`src/rpm_pkg.sv`:
```
// constants, register map and types of the reset and power mode controller
package rpm_pkg;

  // ----------------------------------------------------------------
  // reset stretch timing
  // ----------------------------------------------------------------
  localparam int unsigned STRETCH_CYCLES = 257;
  localparam int CNT_W = 9;

  // ----------------------------------------------------------------
  // register indices (byte address is four times the index)
  // ----------------------------------------------------------------
  localparam logic [7:0] GATE_ONE_IDX = 8'hDB;
  localparam logic [7:0] GATE_TWO_IDX = 8'hDC;
  localparam logic [7:0] CAUSE_IDX = 8'hDD;
  localparam int ADDR_W = 10;

  // ----------------------------------------------------------------
  // reset values and writable bits
  // ----------------------------------------------------------------
  localparam logic [7:0] GATE_ONE_RST = 8'h00;
  localparam logic [7:0] GATE_TWO_RST = 8'h00;
  localparam logic [7:0] GATE_ONE_WMASK = 8'hEF;
  localparam logic [7:0] GATE_TWO_WMASK = 8'hBF;
  localparam logic [5:0] CAUSE_RST = 6'h00;

  // ----------------------------------------------------------------
  // field positions
  // ----------------------------------------------------------------
  localparam int G1_PORT_B = 5;
  localparam int G1_SPI = 3;
  localparam int G2_CLK_OUT = 7;
  localparam int N_TIMERS = 6;
  localparam int N_PERIPH = 13;
  localparam int CAUSE_POR = 0;
  localparam int CAUSE_BOR = 1;
  localparam int CAUSE_EXT = 2;
  localparam int CAUSE_WDT = 3;
  localparam int CAUSE_RTC = 4;
  localparam int CAUSE_DBG = 5;
  localparam int N_CAUSE = 6;

  // ----------------------------------------------------------------
  // parked bus values
  // ----------------------------------------------------------------
  localparam int N_CTRL = 10;
  localparam logic [9:0] CTRL_IDLE = 10'h3FF;
  localparam logic [7:0] DATA_PARK = 8'h00;

  typedef enum logic [1:0] {PWR_RUN, PWR_SLEEP, PWR_HALT} rpm_pwr_e;

endpackage

```
`src/rpm_stretch_if.sv`:
```
// link between the controller and its reset stretch counter
`timescale 1ns/10ps
interface rpm_stretch_if;
  logic req;
  logic hold;
  logic [rpm_pkg::CNT_W-1:0] cnt;
  modport ctl (input req, output hold, output cnt);
  modport user (output req, input hold, input cnt);
endinterface

```
`src/rpm_stretch.sv`:
```
// reset stretch counter holding reset for a fixed number of cycles
`timescale 1ns/10ps
module rpm_stretch
(
  input wire logic clk,
  input wire logic sys_rst,
  rpm_stretch_if.ctl sif
);

  logic hold_reg;
  logic hold_next;
  logic [rpm_pkg::CNT_W-1:0] cnt_reg;
  logic [rpm_pkg::CNT_W-1:0] cnt_next;
  localparam logic [rpm_pkg::CNT_W-1:0] LAST =
    rpm_pkg::CNT_W'(rpm_pkg::STRETCH_CYCLES - 1);

  // ----------------------------------------------------------------
  // counter
  // ----------------------------------------------------------------
  always_comb
  begin
    hold_next = hold_reg;
    cnt_next = cnt_reg;
    if (sif.req)
    begin
      // any request restarts the full count
      hold_next = 1'b1;
      cnt_next = '0;
    end
    else if (hold_reg)
    begin
      // counting starts at the first edge with no request
      if (cnt_reg == LAST)
        hold_next = 1'b0;
      else
        cnt_next = cnt_reg + 1'b1;
    end
  end

  always_ff @(posedge clk)
  begin
    if (sys_rst)
    begin
      hold_reg <= 1'b1;
      cnt_reg <= '0;
    end
    else
    begin
      hold_reg <= hold_next;
      cnt_reg <= cnt_next;
    end
  end

  assign sif.hold = hold_reg;
  assign sif.cnt = cnt_reg;

endmodule // rpm_stretch

```
`src/rpm_ctrl.sv`:
```
// reset and power mode controller with clock gate registers on avalon-mm
//
// Notes on behaviour
// - six sources merge into one system reset
// - reset defaults registers, inputs ports, clears pc
// - reset held 257 cycles after requests
// - counting starts first edge after requests end
// - power-on reset waits for counter completion
// - sleep stops oscillator, clock and cpu
// - sleep exits only by pin, alarm, debug, por or brownout
// - sleep exit takes the full stretch delay
// - sleep parks data low, strobes high, address held
// - halt idles cpu, clocks keep running
// - halt exits on interrupts, watchdog or reset
// - halt parks bus like sleep
// - gates clear at reset; 1 stops clock
// - gated peripheral registers refuse cpu access
// - first register gates ports, spi, i2c, uarts
// - gated port loses its alternate functions
// - second register bit7 disables clock output
// - second register low bits gate six timers
`timescale 1ns/10ps
module rpm_ctrl
(
  input wire logic clk,
  input wire logic sys_rst,
  input wire logic [rpm_pkg::ADDR_W-1:0] avs_address,
  input wire logic avs_read,
  input wire logic avs_write,
  input wire logic [31:0] avs_writedata,
  input wire logic [3:0] avs_byteenable,
  output logic [31:0] avs_readdata,
  output logic avs_waitrequest,
  input wire logic por_request,
  input wire logic brownout_reset_request,
  input wire logic ext_reset_n,
  input wire logic watchdog_timer_timeout,
  input wire logic watchdog_timer_reset_mode,
  input wire logic rtc_alarm,
  input wire logic debug_reset_cmd,
  input wire logic sleep_instruction,
  input wire logic halt_instruction,
  input wire logic nmi_request,
  input wire logic irq_request,
  input wire logic [23:0] cpu_address,
  input wire logic [7:0] cpu_data_out,
  input wire logic [rpm_pkg::N_CTRL-1:0] cpu_bus_ctrl_n,
  output logic system_reset,
  output logic pc_clear,
  output logic gpio_force_input,
  output logic cpu_run_en,
  output logic primary_osc_en,
  output logic system_clock_en,
  output logic in_sleep,
  output logic in_halt,
  output logic [23:0] bus_address,
  output logic [7:0] bus_data_out,
  output logic [rpm_pkg::N_CTRL-1:0] bus_ctrl_n,
  output logic [rpm_pkg::N_PERIPH-1:0] periph_clk_en,
  output logic [rpm_pkg::N_PERIPH-1:0] periph_reg_access_en,
  output logic [2:0] port_alt_en,
  output logic system_clock_output_pin_oe
);

  // ----------------------------------------------------------------
  // synchronisers for inputs from outside the clock domain
  // ----------------------------------------------------------------
  // por, brownout and rtc come from analog or 32 kHz logic, the pin from outside
  // the pin is synchronised raw, so its stage idles high and inverts after the second flop
  logic [3:0] async_in;
  logic [3:0] sync1_reg;
  logic [3:0] sync2_reg;
  logic [3:0] sync1_next;
  logic [3:0] sync2_next;

  assign async_in = {rtc_alarm, ext_reset_n, brownout_reset_request, por_request};

  always_comb
  begin
    sync1_next = async_in;
    sync2_next = sync1_reg;
  end

  always_ff @(posedge clk)
  begin
    if (sys_rst)
    begin
      sync1_reg <= 4'h4;
      sync2_reg <= 4'h4;
    end
    else
    begin
      sync1_reg <= sync1_next;
      sync2_reg <= sync2_next;
    end
  end

  // ----------------------------------------------------------------
  // reset request merge and stretch
  // ----------------------------------------------------------------
  rpm_pkg::rpm_pwr_e pwr_reg;
  rpm_pkg::rpm_pwr_e pwr_next;
  logic [rpm_pkg::N_CAUSE-1:0] req_vec;
  logic hold;
  rpm_stretch_if sif ();

  always_comb
  begin
    req_vec = '0;
    req_vec[rpm_pkg::CAUSE_POR] = sync2_reg[0];
    req_vec[rpm_pkg::CAUSE_BOR] = sync2_reg[1];
    req_vec[rpm_pkg::CAUSE_EXT] = ~sync2_reg[2];
    // a watchdog reset cannot wake sleep
    req_vec[rpm_pkg::CAUSE_WDT] = watchdog_timer_timeout & watchdog_timer_reset_mode
      & (pwr_reg != rpm_pkg::PWR_SLEEP);
    // the alarm only resets while sleeping
    req_vec[rpm_pkg::CAUSE_RTC] = sync2_reg[3] & (pwr_reg == rpm_pkg::PWR_SLEEP);
    req_vec[rpm_pkg::CAUSE_DBG] = debug_reset_cmd;
  end

  assign sif.req = |req_vec;
  assign hold = sif.hold;

  rpm_stretch u_stretch
  (
    .clk (clk),
    .sys_rst (sys_rst),
    .sif (sif)
  );

  // ----------------------------------------------------------------
  // reset cause capture
  // ----------------------------------------------------------------
  // a new episode starts when a request appears outside the hold window
  logic [rpm_pkg::N_CAUSE-1:0] cause_reg;
  logic [rpm_pkg::N_CAUSE-1:0] cause_next;

  always_comb
  begin
    cause_next = cause_reg;
    if (sif.req && !hold)
      cause_next = req_vec;
    else if (sif.req)
      cause_next = cause_reg | req_vec;
  end

  always_ff @(posedge clk)
  begin
    if (sys_rst)
      cause_reg <= rpm_pkg::CAUSE_RST;
    else
      cause_reg <= cause_next;
  end

  // ----------------------------------------------------------------
  // power mode state machine
  // ----------------------------------------------------------------
  always_comb
  begin
    pwr_next = pwr_reg;
    if (sif.req || hold)
      // every reset, including a sleep wake, runs the full stretch
      pwr_next = rpm_pkg::PWR_RUN;
    else
    begin
      unique case (pwr_reg)
        rpm_pkg::PWR_RUN:
        begin
          if (sleep_instruction)
            pwr_next = rpm_pkg::PWR_SLEEP;
          else if (halt_instruction)
            pwr_next = rpm_pkg::PWR_HALT;
        end
        rpm_pkg::PWR_SLEEP:
          // left only through a reset request
          pwr_next = rpm_pkg::PWR_SLEEP;
        rpm_pkg::PWR_HALT:
        begin
          if (nmi_request || irq_request || watchdog_timer_timeout)
            pwr_next = rpm_pkg::PWR_RUN;
        end
        default:
          pwr_next = rpm_pkg::PWR_RUN;
      endcase
    end
  end

  always_ff @(posedge clk)
  begin
    if (sys_rst)
      pwr_reg <= rpm_pkg::PWR_RUN;
    else
      pwr_reg <= pwr_next;
  end

  // ----------------------------------------------------------------
  // cpu, clock and bus control outputs
  // ----------------------------------------------------------------
  logic park;
  logic run_next;
  logic osc_next;
  logic [23:0] addr_reg;
  logic [23:0] addr_next;
  logic [7:0] data_reg;
  logic [7:0] data_next;
  logic [rpm_pkg::N_CTRL-1:0] ctrl_reg;
  logic [rpm_pkg::N_CTRL-1:0] ctrl_next;
  logic run_reg;
  logic osc_reg;
  logic sleep_reg;
  logic halt_reg;

  always_comb
  begin
    // parking is computed from the next state so the bus is quiet on entry
    park = (pwr_next != rpm_pkg::PWR_RUN) || sif.req || hold;
    run_next = (pwr_next == rpm_pkg::PWR_RUN) && !sif.req && !hold;
    osc_next = (pwr_next != rpm_pkg::PWR_SLEEP);
    addr_next = park ? addr_reg : cpu_address;
    data_next = park ? rpm_pkg::DATA_PARK : cpu_data_out;
    ctrl_next = park ? rpm_pkg::CTRL_IDLE : cpu_bus_ctrl_n;
  end

  always_ff @(posedge clk)
  begin
    if (sys_rst)
    begin
      run_reg <= 1'b0;
      osc_reg <= 1'b1;
      sleep_reg <= 1'b0;
      halt_reg <= 1'b0;
      addr_reg <= 24'h000000;
      data_reg <= rpm_pkg::DATA_PARK;
      ctrl_reg <= rpm_pkg::CTRL_IDLE;
    end
    else
    begin
      run_reg <= run_next;
      osc_reg <= osc_next;
      sleep_reg <= (pwr_next == rpm_pkg::PWR_SLEEP);
      halt_reg <= (pwr_next == rpm_pkg::PWR_HALT);
      addr_reg <= addr_next;
      data_reg <= data_next;
      ctrl_reg <= ctrl_next;
    end
  end

  // ----------------------------------------------------------------
  // avalon-mm slave and clock gate registers
  // ----------------------------------------------------------------
  logic wait_reg;
  logic wait_next;
  logic [31:0] rdata_reg;
  logic [31:0] rdata_next;
  logic [7:0] gate1_reg;
  logic [7:0] gate1_next;
  logic [7:0] gate2_reg;
  logic [7:0] gate2_next;
  logic word_ok;
  logic wr_take;
  logic [7:0] wbyte;

  always_comb
  begin
    word_ok = (avs_address[1:0] == 2'b00);
    // one wait cycle, then the request is taken with waitrequest low
    wait_next = !((avs_read || avs_write) && wait_reg);
    wr_take = avs_write && !wait_reg && avs_byteenable[0] && word_ok;
    wbyte = avs_writedata[7:0];
    rdata_next = rdata_reg;
    if (avs_read && wait_reg)
    begin
      rdata_next = 32'h00000000;
      if (word_ok && avs_address[9:2] == rpm_pkg::GATE_ONE_IDX)
        rdata_next[7:0] = gate1_reg & rpm_pkg::GATE_ONE_WMASK;
      else if (word_ok && avs_address[9:2] == rpm_pkg::GATE_TWO_IDX)
        rdata_next[7:0] = gate2_reg & rpm_pkg::GATE_TWO_WMASK;
      else if (word_ok && avs_address[9:2] == rpm_pkg::CAUSE_IDX)
        rdata_next[rpm_pkg::N_CAUSE-1:0] = cause_reg;
    end
    gate1_next = gate1_reg;
    gate2_next = gate2_reg;
    if (wr_take && avs_address[9:2] == rpm_pkg::GATE_ONE_IDX)
      gate1_next = wbyte & rpm_pkg::GATE_ONE_WMASK;
    if (wr_take && avs_address[9:2] == rpm_pkg::GATE_TWO_IDX)
      gate2_next = wbyte & rpm_pkg::GATE_TWO_WMASK;
  end

  always_ff @(posedge clk)
  begin
    if (sys_rst)
    begin
      wait_reg <= 1'b1;
      rdata_reg <= 32'h00000000;
    end
    else
    begin
      wait_reg <= wait_next;
      rdata_reg <= rdata_next;
    end
  end

  // the stretched system reset also returns the gates to all-enabled
  always_ff @(posedge clk)
  begin
    if (sys_rst || hold)
    begin
      gate1_reg <= rpm_pkg::GATE_ONE_RST;
      gate2_reg <= rpm_pkg::GATE_TWO_RST;
    end
    else
    begin
      gate1_reg <= gate1_next;
      gate2_reg <= gate2_next;
    end
  end

  // ----------------------------------------------------------------
  // peripheral clock gating
  // ----------------------------------------------------------------
  // order: uart1, uart2, i2c, spi, port b, c, d, timers 0 to 5
  logic [rpm_pkg::N_PERIPH-1:0] pclk_next;
  logic [rpm_pkg::N_PERIPH-1:0] pacc_next;
  logic [rpm_pkg::N_PERIPH-1:0] pclk_reg;
  logic [rpm_pkg::N_PERIPH-1:0] pacc_reg;
  logic [2:0] alt_reg;
  logic [2:0] alt_next;
  logic clk_oe_reg;
  logic clk_oe_next;

  always_comb
  begin
    pclk_next = ~{gate2_next[rpm_pkg::N_TIMERS-1:0],
      gate1_next[7:rpm_pkg::G1_PORT_B], gate1_next[rpm_pkg::G1_SPI:0]};
    // registers of a stopped peripheral, or any during reset, are not reachable
    pacc_next = hold ? '0 : pclk_next;
    alt_next = ~gate1_next[7:rpm_pkg::G1_PORT_B];
    // the pin floats when disabled; the driving clock itself is outside
    clk_oe_next = ~gate2_next[rpm_pkg::G2_CLK_OUT];
  end

  always_ff @(posedge clk)
  begin
    if (sys_rst)
    begin
      pclk_reg <= '1;
      pacc_reg <= '0;
      alt_reg <= 3'h7;
      clk_oe_reg <= 1'b1;
    end
    else
    begin
      pclk_reg <= pclk_next;
      pacc_reg <= pacc_next;
      alt_reg <= alt_next;
      clk_oe_reg <= clk_oe_next;
    end
  end

  // ----------------------------------------------------------------
  // output assignments
  // ----------------------------------------------------------------
  assign avs_waitrequest = wait_reg;
  assign avs_readdata = rdata_reg;
  assign system_reset = hold;
  assign pc_clear = hold;
  assign gpio_force_input = hold;
  assign cpu_run_en = run_reg;
  assign primary_osc_en = osc_reg;
  assign system_clock_en = osc_reg;
  assign in_sleep = sleep_reg;
  assign in_halt = halt_reg;
  assign bus_address = addr_reg;
  assign bus_data_out = data_reg;
  assign bus_ctrl_n = ctrl_reg;
  assign periph_clk_en = pclk_reg;
  assign periph_reg_access_en = pacc_reg;
  assign port_alt_en = alt_reg;
  assign system_clock_output_pin_oe = clk_oe_reg;

endmodule // rpm_ctrl

```
`config.mk`:
```
export PLATFORM = sky130hd
export DESIGN_NAME = rpm_ctrl
export DESIGN_NICKNAME = d
export VERILOG_FILES = /design/src/rpm_pkg.sv /design/src/rpm_stretch_if.sv /design/src/rpm_stretch.sv /design/src/rpm_ctrl.sv
export SDC_FILE = /design/constraint.sdc
export NUM_CORES = 1
export LEC_CHECK = 0
export BUFFER_PORTS_ARGS = -buffer_cell sky130_fd_sc_hd__buf_2
export CORE_AREA = 2 2 113 142
export DETAILED_ROUTE_END_ITERATION = 10
export DIE_AREA = 0 0 115 144
export SLEW_MARGIN = 20
export SYNTH_ARGS = -nofsm -noshare
export SYNTH_HDL_FRONTEND = slang
export SYNTH_SLANG_ARGS = --single-unit
```
`constraint.sdc`:
```
create_clock -name clk -period 4.3 [get_ports clk]
set_clock_uncertainty 0.1 [all_clocks]
set_input_delay 0.215 -clock clk [delete_from_list [all_inputs] [get_ports clk]]
set_output_delay 0.215 -clock clk [all_outputs]
set_load 0.02 [all_outputs]
```
Word-level counts from Yosys, hierarchy flattened
Cells that the tools add are included.
- output and inout port bits: 113
- bits of input ports: 103
- bits in registers: 125
- logic and storage cells: 90
- multiplexer cells: 15
- reduce and logical (&&, ||, !) cells: 34
- bitwise logic cells: 9
- add/sub/neg operators: 1
- equality and inequality tests: 10
- operators by type and width (kind ; count):
    == test 8 bit (second input constant) ; 3
    2-to-1 mux 6 bit ; 4
    2-to-1 mux 8 bit ; 3
    logical AND 1 bit ; 13
    NOT 13 bit ; 1
    2-to-1 mux 2 bit ; 5
    adder 9 x 1 -> 9 bit (second input constant) ; 1
    == test 9 bit (second input constant) ; 1
    logical OR 1 bit ; 7
    OR reduction 7 bit ; 1
    zero test 2 bit ; 3
    bitwise OR 6 bit ; 1
    one-hot mux 2 bit (3 select lines) ; 1
    OR reduction 6 bit ; 1
    == test 2 x 1 -> 1 bit (second input constant) ; 2
    == test 2 bit (second input constant) ; 2
    zero test 1 bit ; 4
    != test 2 x 1 -> 1 bit (second input constant) ; 2
    nonzero test 2 bit ; 2
    OR reduction 2 bit ; 2
    bitwise AND 1 bit ; 3
    NOT 1 bit ; 3
    NOT 3 bit ; 1
    2-to-1 mux 1 bit ; 2
    AND reduction 2 bit ; 1

Logic depth before layout (Yosys ltp)
- word-level depth: 9
- gate-level depth with buffers: 6
- mapped depth without buffers: 6

By module
Synthesis repeated with hierarchy kept, for this count alone.
- cells, all modules: 492
- area total of the unflattened synthesis: 4700.8 um2
- by module, submodules not included (module ; seq. area each (um2) ; area each (um2) ; cells each ; times used):
    rpm_ctrl ; 2242.2 ; 4211.5 ; 439 ; 1
    rpm_stretch ; 200.2 ; 489.2 ; 53 ; 1

Worst setup path before layout
OpenSTA, ideal clock, no wires.
- kind: reg-to-reg
- start: register u_stretch.cnt_reg (netlist bit u_stretch.sif.cnt[0])
- end: register u_stretch.cnt_reg (netlist bit u_stretch.sif.cnt[1])
- data required time: 4.072 ns
- path buffers: 0
- path slack: 2.353 ns
- data arrival time: 1.719 ns
- stages on the path, launching flop included: 7
- period minus slack after synthesis: 1.947 ns
- cells stage by stage: dfxtp_1 -> inv_1 -> ha_1 -> or4b_2 -> o21ai_0 -> mux2i_1 -> nor2_1
- longest elaborated chain between the ends: 3
- ends and longest elaborated chain (item ; line ; RTL):
    from (decl) ; rpm_stretch.sv:12 ; logic [rpm_pkg::CNT_W-1:0] cnt_reg;
    from (signal assigned) ; rpm_stretch.sv:50 ; cnt_reg <= cnt_next;
    parallel branches: the longest is 3 deep, another holds adder 9 x 1 -> 9 bit ; - ;
Parallel ways; which one is timed is not known.
A chain may end at the register's enable or synchronous reset.

Worst setup path after layout
- start: register u_stretch.hold_reg, in the netlist u_stretch.sif.hold
- end: register data_reg[6], in the netlist bus_data_out[6]
- longest elaborated chain between the ends: 6
- ends and longest elaborated chain (item ; line ; RTL):
    from (decl) ; rpm_stretch.sv:10 ; logic hold_reg;
    from (signal assigned) ; rpm_stretch.sv:49 ; hold_reg <= hold_next;
    logical OR 1 bit ; rpm_ctrl.sv:161 ; if (sif.req || hold)
    2-to-1 mux 2 bit ; rpm_ctrl.sv:161 ;
    nonzero test 2 bit ; rpm_ctrl.sv:216 ; park = (pwr_next != rpm_pkg::PWR_RUN) || sif.req || hold;
    logical OR 1 bit ; rpm_ctrl.sv:216 ;
    logical OR 1 bit (*) ; rpm_ctrl.sv:216 ;
    OR reduction 2 bit (no source line) (*) ; - ;
    to (signal assigned) ; rpm_ctrl.sv:233 ; data_reg <= rpm_pkg::DATA_PARK;
    to (signal assigned) ; rpm_ctrl.sv:243 ; data_reg <= data_next;
    to (decl) ; rpm_ctrl.sv:204 ; logic [7:0] data_reg;
Mark *: on every way between the ends. The rest lies on a longest branch, timed or not.

==> reports/qor.json <==
{
  "outcome": {
    "status": "complete, no violations"
  },
  "power_and_ir_drop": {
    "cellInternalPower_mw": 2.07,
    "switching_share_pct": 22.7,
    "leakage_power_of_the_design_nw": 2.93,
    "power_switching_mw": 0.609,
    "clockPowerShare_pct": 51.1,
    "fin_total_pwr_mw": 2.68,
    "max-vdd-ir-drop_mv": 0.219,
    "seq_power_share_pct": 42.9,
    "power.density_cell_area_nw_per_um2": 417,
    "combinationalPowerShare_pct": 6.0
  },
  "sta": {
    "fin_setup_tns_ns": 0,
    "final_period_minus_worst_setup_slack_ns": 2.55,
    "slew-limit-headroom_pct": 46.2,
    "layout_worst_path_cycle_share_pct": 59.2,
    "hold_slack_ns": 0.0161,
    "final-max-slew-violation-count": 0,
    "final_hold_viol_count": 0,
    "worst_slew_pin_slew_ns": 0.796,
    "setup_viol": 0,
    "max_clock_freq_ghz": 0.393,
    "rsz_0062_raised_after_global_routing": "false"
  },
  "routing": {
    "met2WireLength_um": 5890,
    "drt_wl_total_um": 11400,
    "postRouteAntennaNets": 0,
    "avgViaCountPerCell": 4.52,
    "drt-met1-wl_um": 4710,
    "vias": 3880,
    "dr.pass1.iters": 4,
    "drc_errors": 0,
    "initialDrtViolationCount": 146,
    "route.detailed.wl_per_inst_um": 13.3,
    "met3WireLength_um": 698,
    "topRoutingLayerUsed": "met4"
  },
  "clocking": {
    "cts_max_path_buffers": 2,
    "tritoncts_clock_tree": "done",
    "cts.root.buffer_cell": "sky130_fd_sc_hd__clkbuf_16",
    "postCtsSetupBuffers": 0,
    "cts_made_buffers": 17,
    "numClockSinks": 122,
    "clkLatencyLatePin_ns": 0.41,
    "clkTransAtPathRegs_ns": 0.06,
    "h-tree-depth": 4
  },
  "worst_setup_path": {
    "worst-endpoint-arrival_ns": 2.79,
    "critPathCaptureType": "register",
    "critPathMaxFanout": 20,
    "timing.setup.critical_path_class": "reg -> reg",
    "timing.critical_path.cells": "or4_1, o32ai_2, buf_4, and2b_2, and2_1",
    "required_ns": 4.54,
    "critical_path.max_stage_delay_ns": 0.58,
    "crit_path_start_kind": "register",
    "worst_path_max_delay_cell": "sky130_fd_sc_hd__or4_1"
  },
  "yosys": {
    "synth.yosys.seq_area_share_pct": 54.3,
    "synth_largest_area_cell": "sky130_fd_sc_hd__dfxtp_1",
    "post_synth_instance_area_um2": 4490,
    "seq_cells_post_synth": 122,
    "synthArstFlopShare_pct": 0,
    "ys.warnings.count": 0,
    "share_of_the_synthesized_area_in_the_top_cell_type_pct": 54.3,
    "synth_enable_flop_cells": 0,
    "post_synth_inst_count": 454,
    "post_synth_num_cell_types": 45,
    "avgSynthCellArea_um2": 9.90,
    "synth.top_cells.by_area": "sky130_fd_sc_hd__dfxtp_1 (54%), sky130_fd_sc_hd__buf_4 (5.5%), sky130_fd_sc_hd__a21oi_1 (5.0%), sky130_fd_sc_hd__a31o_2 (4.7%), sky130_fd_sc_hd__mux2i_1 (3.3%)",
    "postSynth.topFlopCell": "sky130_fd_sc_hd__dfxtp_1"
  },
  "grt": {
    "maximum_number_of_pins_on_one_net_before_global_route_repair": 58,
    "grt.total_usage_pct": 13.5,
    "grt_pass1_vias": 3682,
    "gr-total-overflow": 0,
    "global_route_wire_length_before_repair_um": 17300,
    "antenna_found_initial": 0
  },
  "final_layout": {
    "drive_gt1_share_pct": 37.1,
    "antennaDiodeCount": 0,
    "area_growth_syn_to_layout_pct": 43.2,
    "layout_nets": 765,
    "number_of_flip_flops_under_the_largest_register_name": 24
  },
  "place": {
    "port-buffer-count": 164,
    "gp_congestion": 0.784,
    "dpl.hpwl_um": 7870
  },
  "worst_hold_path": {
    "hold_class": "in -> reg"
  },
  "job": {
    "cap_violations": 0
  },
  "floorplanning": {
    "design.die.area_um2": 16600,
    "initial_utilization_pct": 29.3,
    "die_h_um": 144,
    "rows": 51,
    "die_w_um": 115,
    "ios": 216,
    "floorplan.core_area_um2": 15300
  }
}
-- critical path, delay by kind of cell, from the launching register on --
family / cells / cell delay (ns)
compound gates: 1 / 0.37
flops: 1 / 0.52
simple gates: 3 / 1.14
buf+inv: 1 / 0.34
-- area by class of cell --
cell class                      count  area, um^2
Inverter                            9        33.8
Multi-Input combinational cell    289        1770
Fill cell                        1538        8880
Sequential cell                   122        2440
Tap cell                          185         231
Clock inverter                     15         151
Clock buffer                       17         425
Timing Repair Buffer              221        1380
-- final timing paths --
path                                    startpoint         endpoint  slack (ns)  depth (start not counted)
worst max-delay path            u_stretch.sif.hold  bus_data_out[6]        1.75                          5
worst max register to register  u_stretch.sif.hold  bus_data_out[6]        1.75                          5
worst min register to register        sync2_reg[2]     cause_reg[2]        0.32                          1
worst min-delay path              avs_writedata[3]     gate2_reg[3]        0.02                          3
-- synth_stat cells (2+ instances only) --
master,instances
sky130_fd_sc_hd__and3b_1,2
sky130_fd_sc_hd__a21oi_1,45
sky130_fd_sc_hd__nand2_1,31
sky130_fd_sc_hd__nor4bb_1,2
sky130_fd_sc_hd__nand3_1,5
sky130_fd_sc_hd__nor4_1,3
sky130_fd_sc_hd__or3_1,2
sky130_fd_sc_hd__buf_2,5
sky130_fd_sc_hd__xor2_1,3
sky130_fd_sc_hd__inv_1,9
sky130_fd_sc_hd__buf_4,33
sky130_fd_sc_hd__clkbuf_1,18
sky130_fd_sc_hd__and4b_1,2
sky130_fd_sc_hd__and2_1,23
sky130_fd_sc_hd__and3_1,4
sky130_fd_sc_hd__nand2b_1,11
sky130_fd_sc_hd__nand4_2,2
sky130_fd_sc_hd__nor2_1,24
sky130_fd_sc_hd__or2_2,17
sky130_fd_sc_hd__o21ai_0,16
sky130_fd_sc_hd__nor2b_1,7
sky130_fd_sc_hd__mux2i_1,15
sky130_fd_sc_hd__a22oi_1,5
sky130_fd_sc_hd__dfxtp_1,122
sky130_fd_sc_hd__a31o_2,24
sky130_fd_sc_hd__xnor2_1,2
sky130_fd_sc_hd__ha_1,2
sky130_fd_sc_hd__a221oi_1,2
sky130_fd_sc_hd__or4b_2,2
-- power by group through the flow --
stage | logic (mW) | registers [mW] | clock network (mW)
6_report | 0.160 | 1.15 | 1.37
3_5_place_dp | 0.121 | 1.17 | 0
2_1_floorplan | 0.0778 | 1.18 | 0
4_1_cts | 0.159 | 1.15 | 1.40
5_1_grt | 0.175 | 1.15 | 1.45
3_3_place_gp | 0.119 | 1.17 | 0
-- layout by cell type, fill, tap and decap left out, types with 3 or more instances in the layout --
master,count
sky130_fd_sc_hd__xor2_1,3
sky130_fd_sc_hd__clkinv_4,3
sky130_fd_sc_hd__a22oi_1,5
sky130_fd_sc_hd__mux2i_1,15
sky130_fd_sc_hd__nand3_1,5
sky130_fd_sc_hd__a21oi_1,45
sky130_fd_sc_hd__nor4_1,3
sky130_fd_sc_hd__buf_4,4
sky130_fd_sc_hd__o21ai_0,16
sky130_fd_sc_hd__dfxtp_1,122
sky130_fd_sc_hd__dlygate4sd3_1,53
sky130_fd_sc_hd__nand2b_1,11
sky130_fd_sc_hd__a31o_2,24
sky130_fd_sc_hd__buf_2,164
sky130_fd_sc_hd__or2_2,17
sky130_fd_sc_hd__nor2b_1,7
sky130_fd_sc_hd__clkinv_2,5
sky130_fd_sc_hd__nor2_1,24
sky130_fd_sc_hd__clkbuf_16,17
sky130_fd_sc_hd__inv_1,9
sky130_fd_sc_hd__nand2_1,31
sky130_fd_sc_hd__clkinvlp_4,3
sky130_fd_sc_hd__and3_1,4
sky130_fd_sc_hd__conb_1,24
sky130_fd_sc_hd__and2_1,23
-- timing repair --
| action | in CTS | in global routing |
|---|---|---|
| hold buffers | 53 | 0 |
| resized for setup | 0 | 0 |
| endpoints found under the hold margin | 52 | 0 |
-- cells by family (layout without fill, tap and decap cells) --
logic type               count (synthesis)  after routing  synth area share (%)
multiplexers                            15             15                  3.34
XOR/XNOR                                 5              5                 0.975
buffers and inverters                   66            262                  8.41
other                                    1             24                0.0834
flip-flops                             122            122                  54.3
AND/OR/NAND/NOR                        147            147                  18.5
AO/OA/AOI/OAI                           96             96                  13.8
adder cells (fa/ha/maj)                  2              2                 0.557
-- through the flow --
stage	cell area (um^2)	worst slack, ns	util (%)	std cells
finish	6430	1.75	42.0	858
global route	6430	1.51	42.0	858
CTS	6430	1.72	42.0	858
detailed placement	5330	1.74	34.8	773
global placement	5330	1.78	34.8	773
floorplan	4580	2.35	-	477
-- layer usage --
metal / up-vias / global-route usage [%]
li1: 1912 / -
met1: 1814 / 14.3
met2: 139 / 24.2
met3: 15 / 4.44
met4: 0 / 6.09
met5: - / 0
No activity file was read; power rests on OpenSTA's default activity.
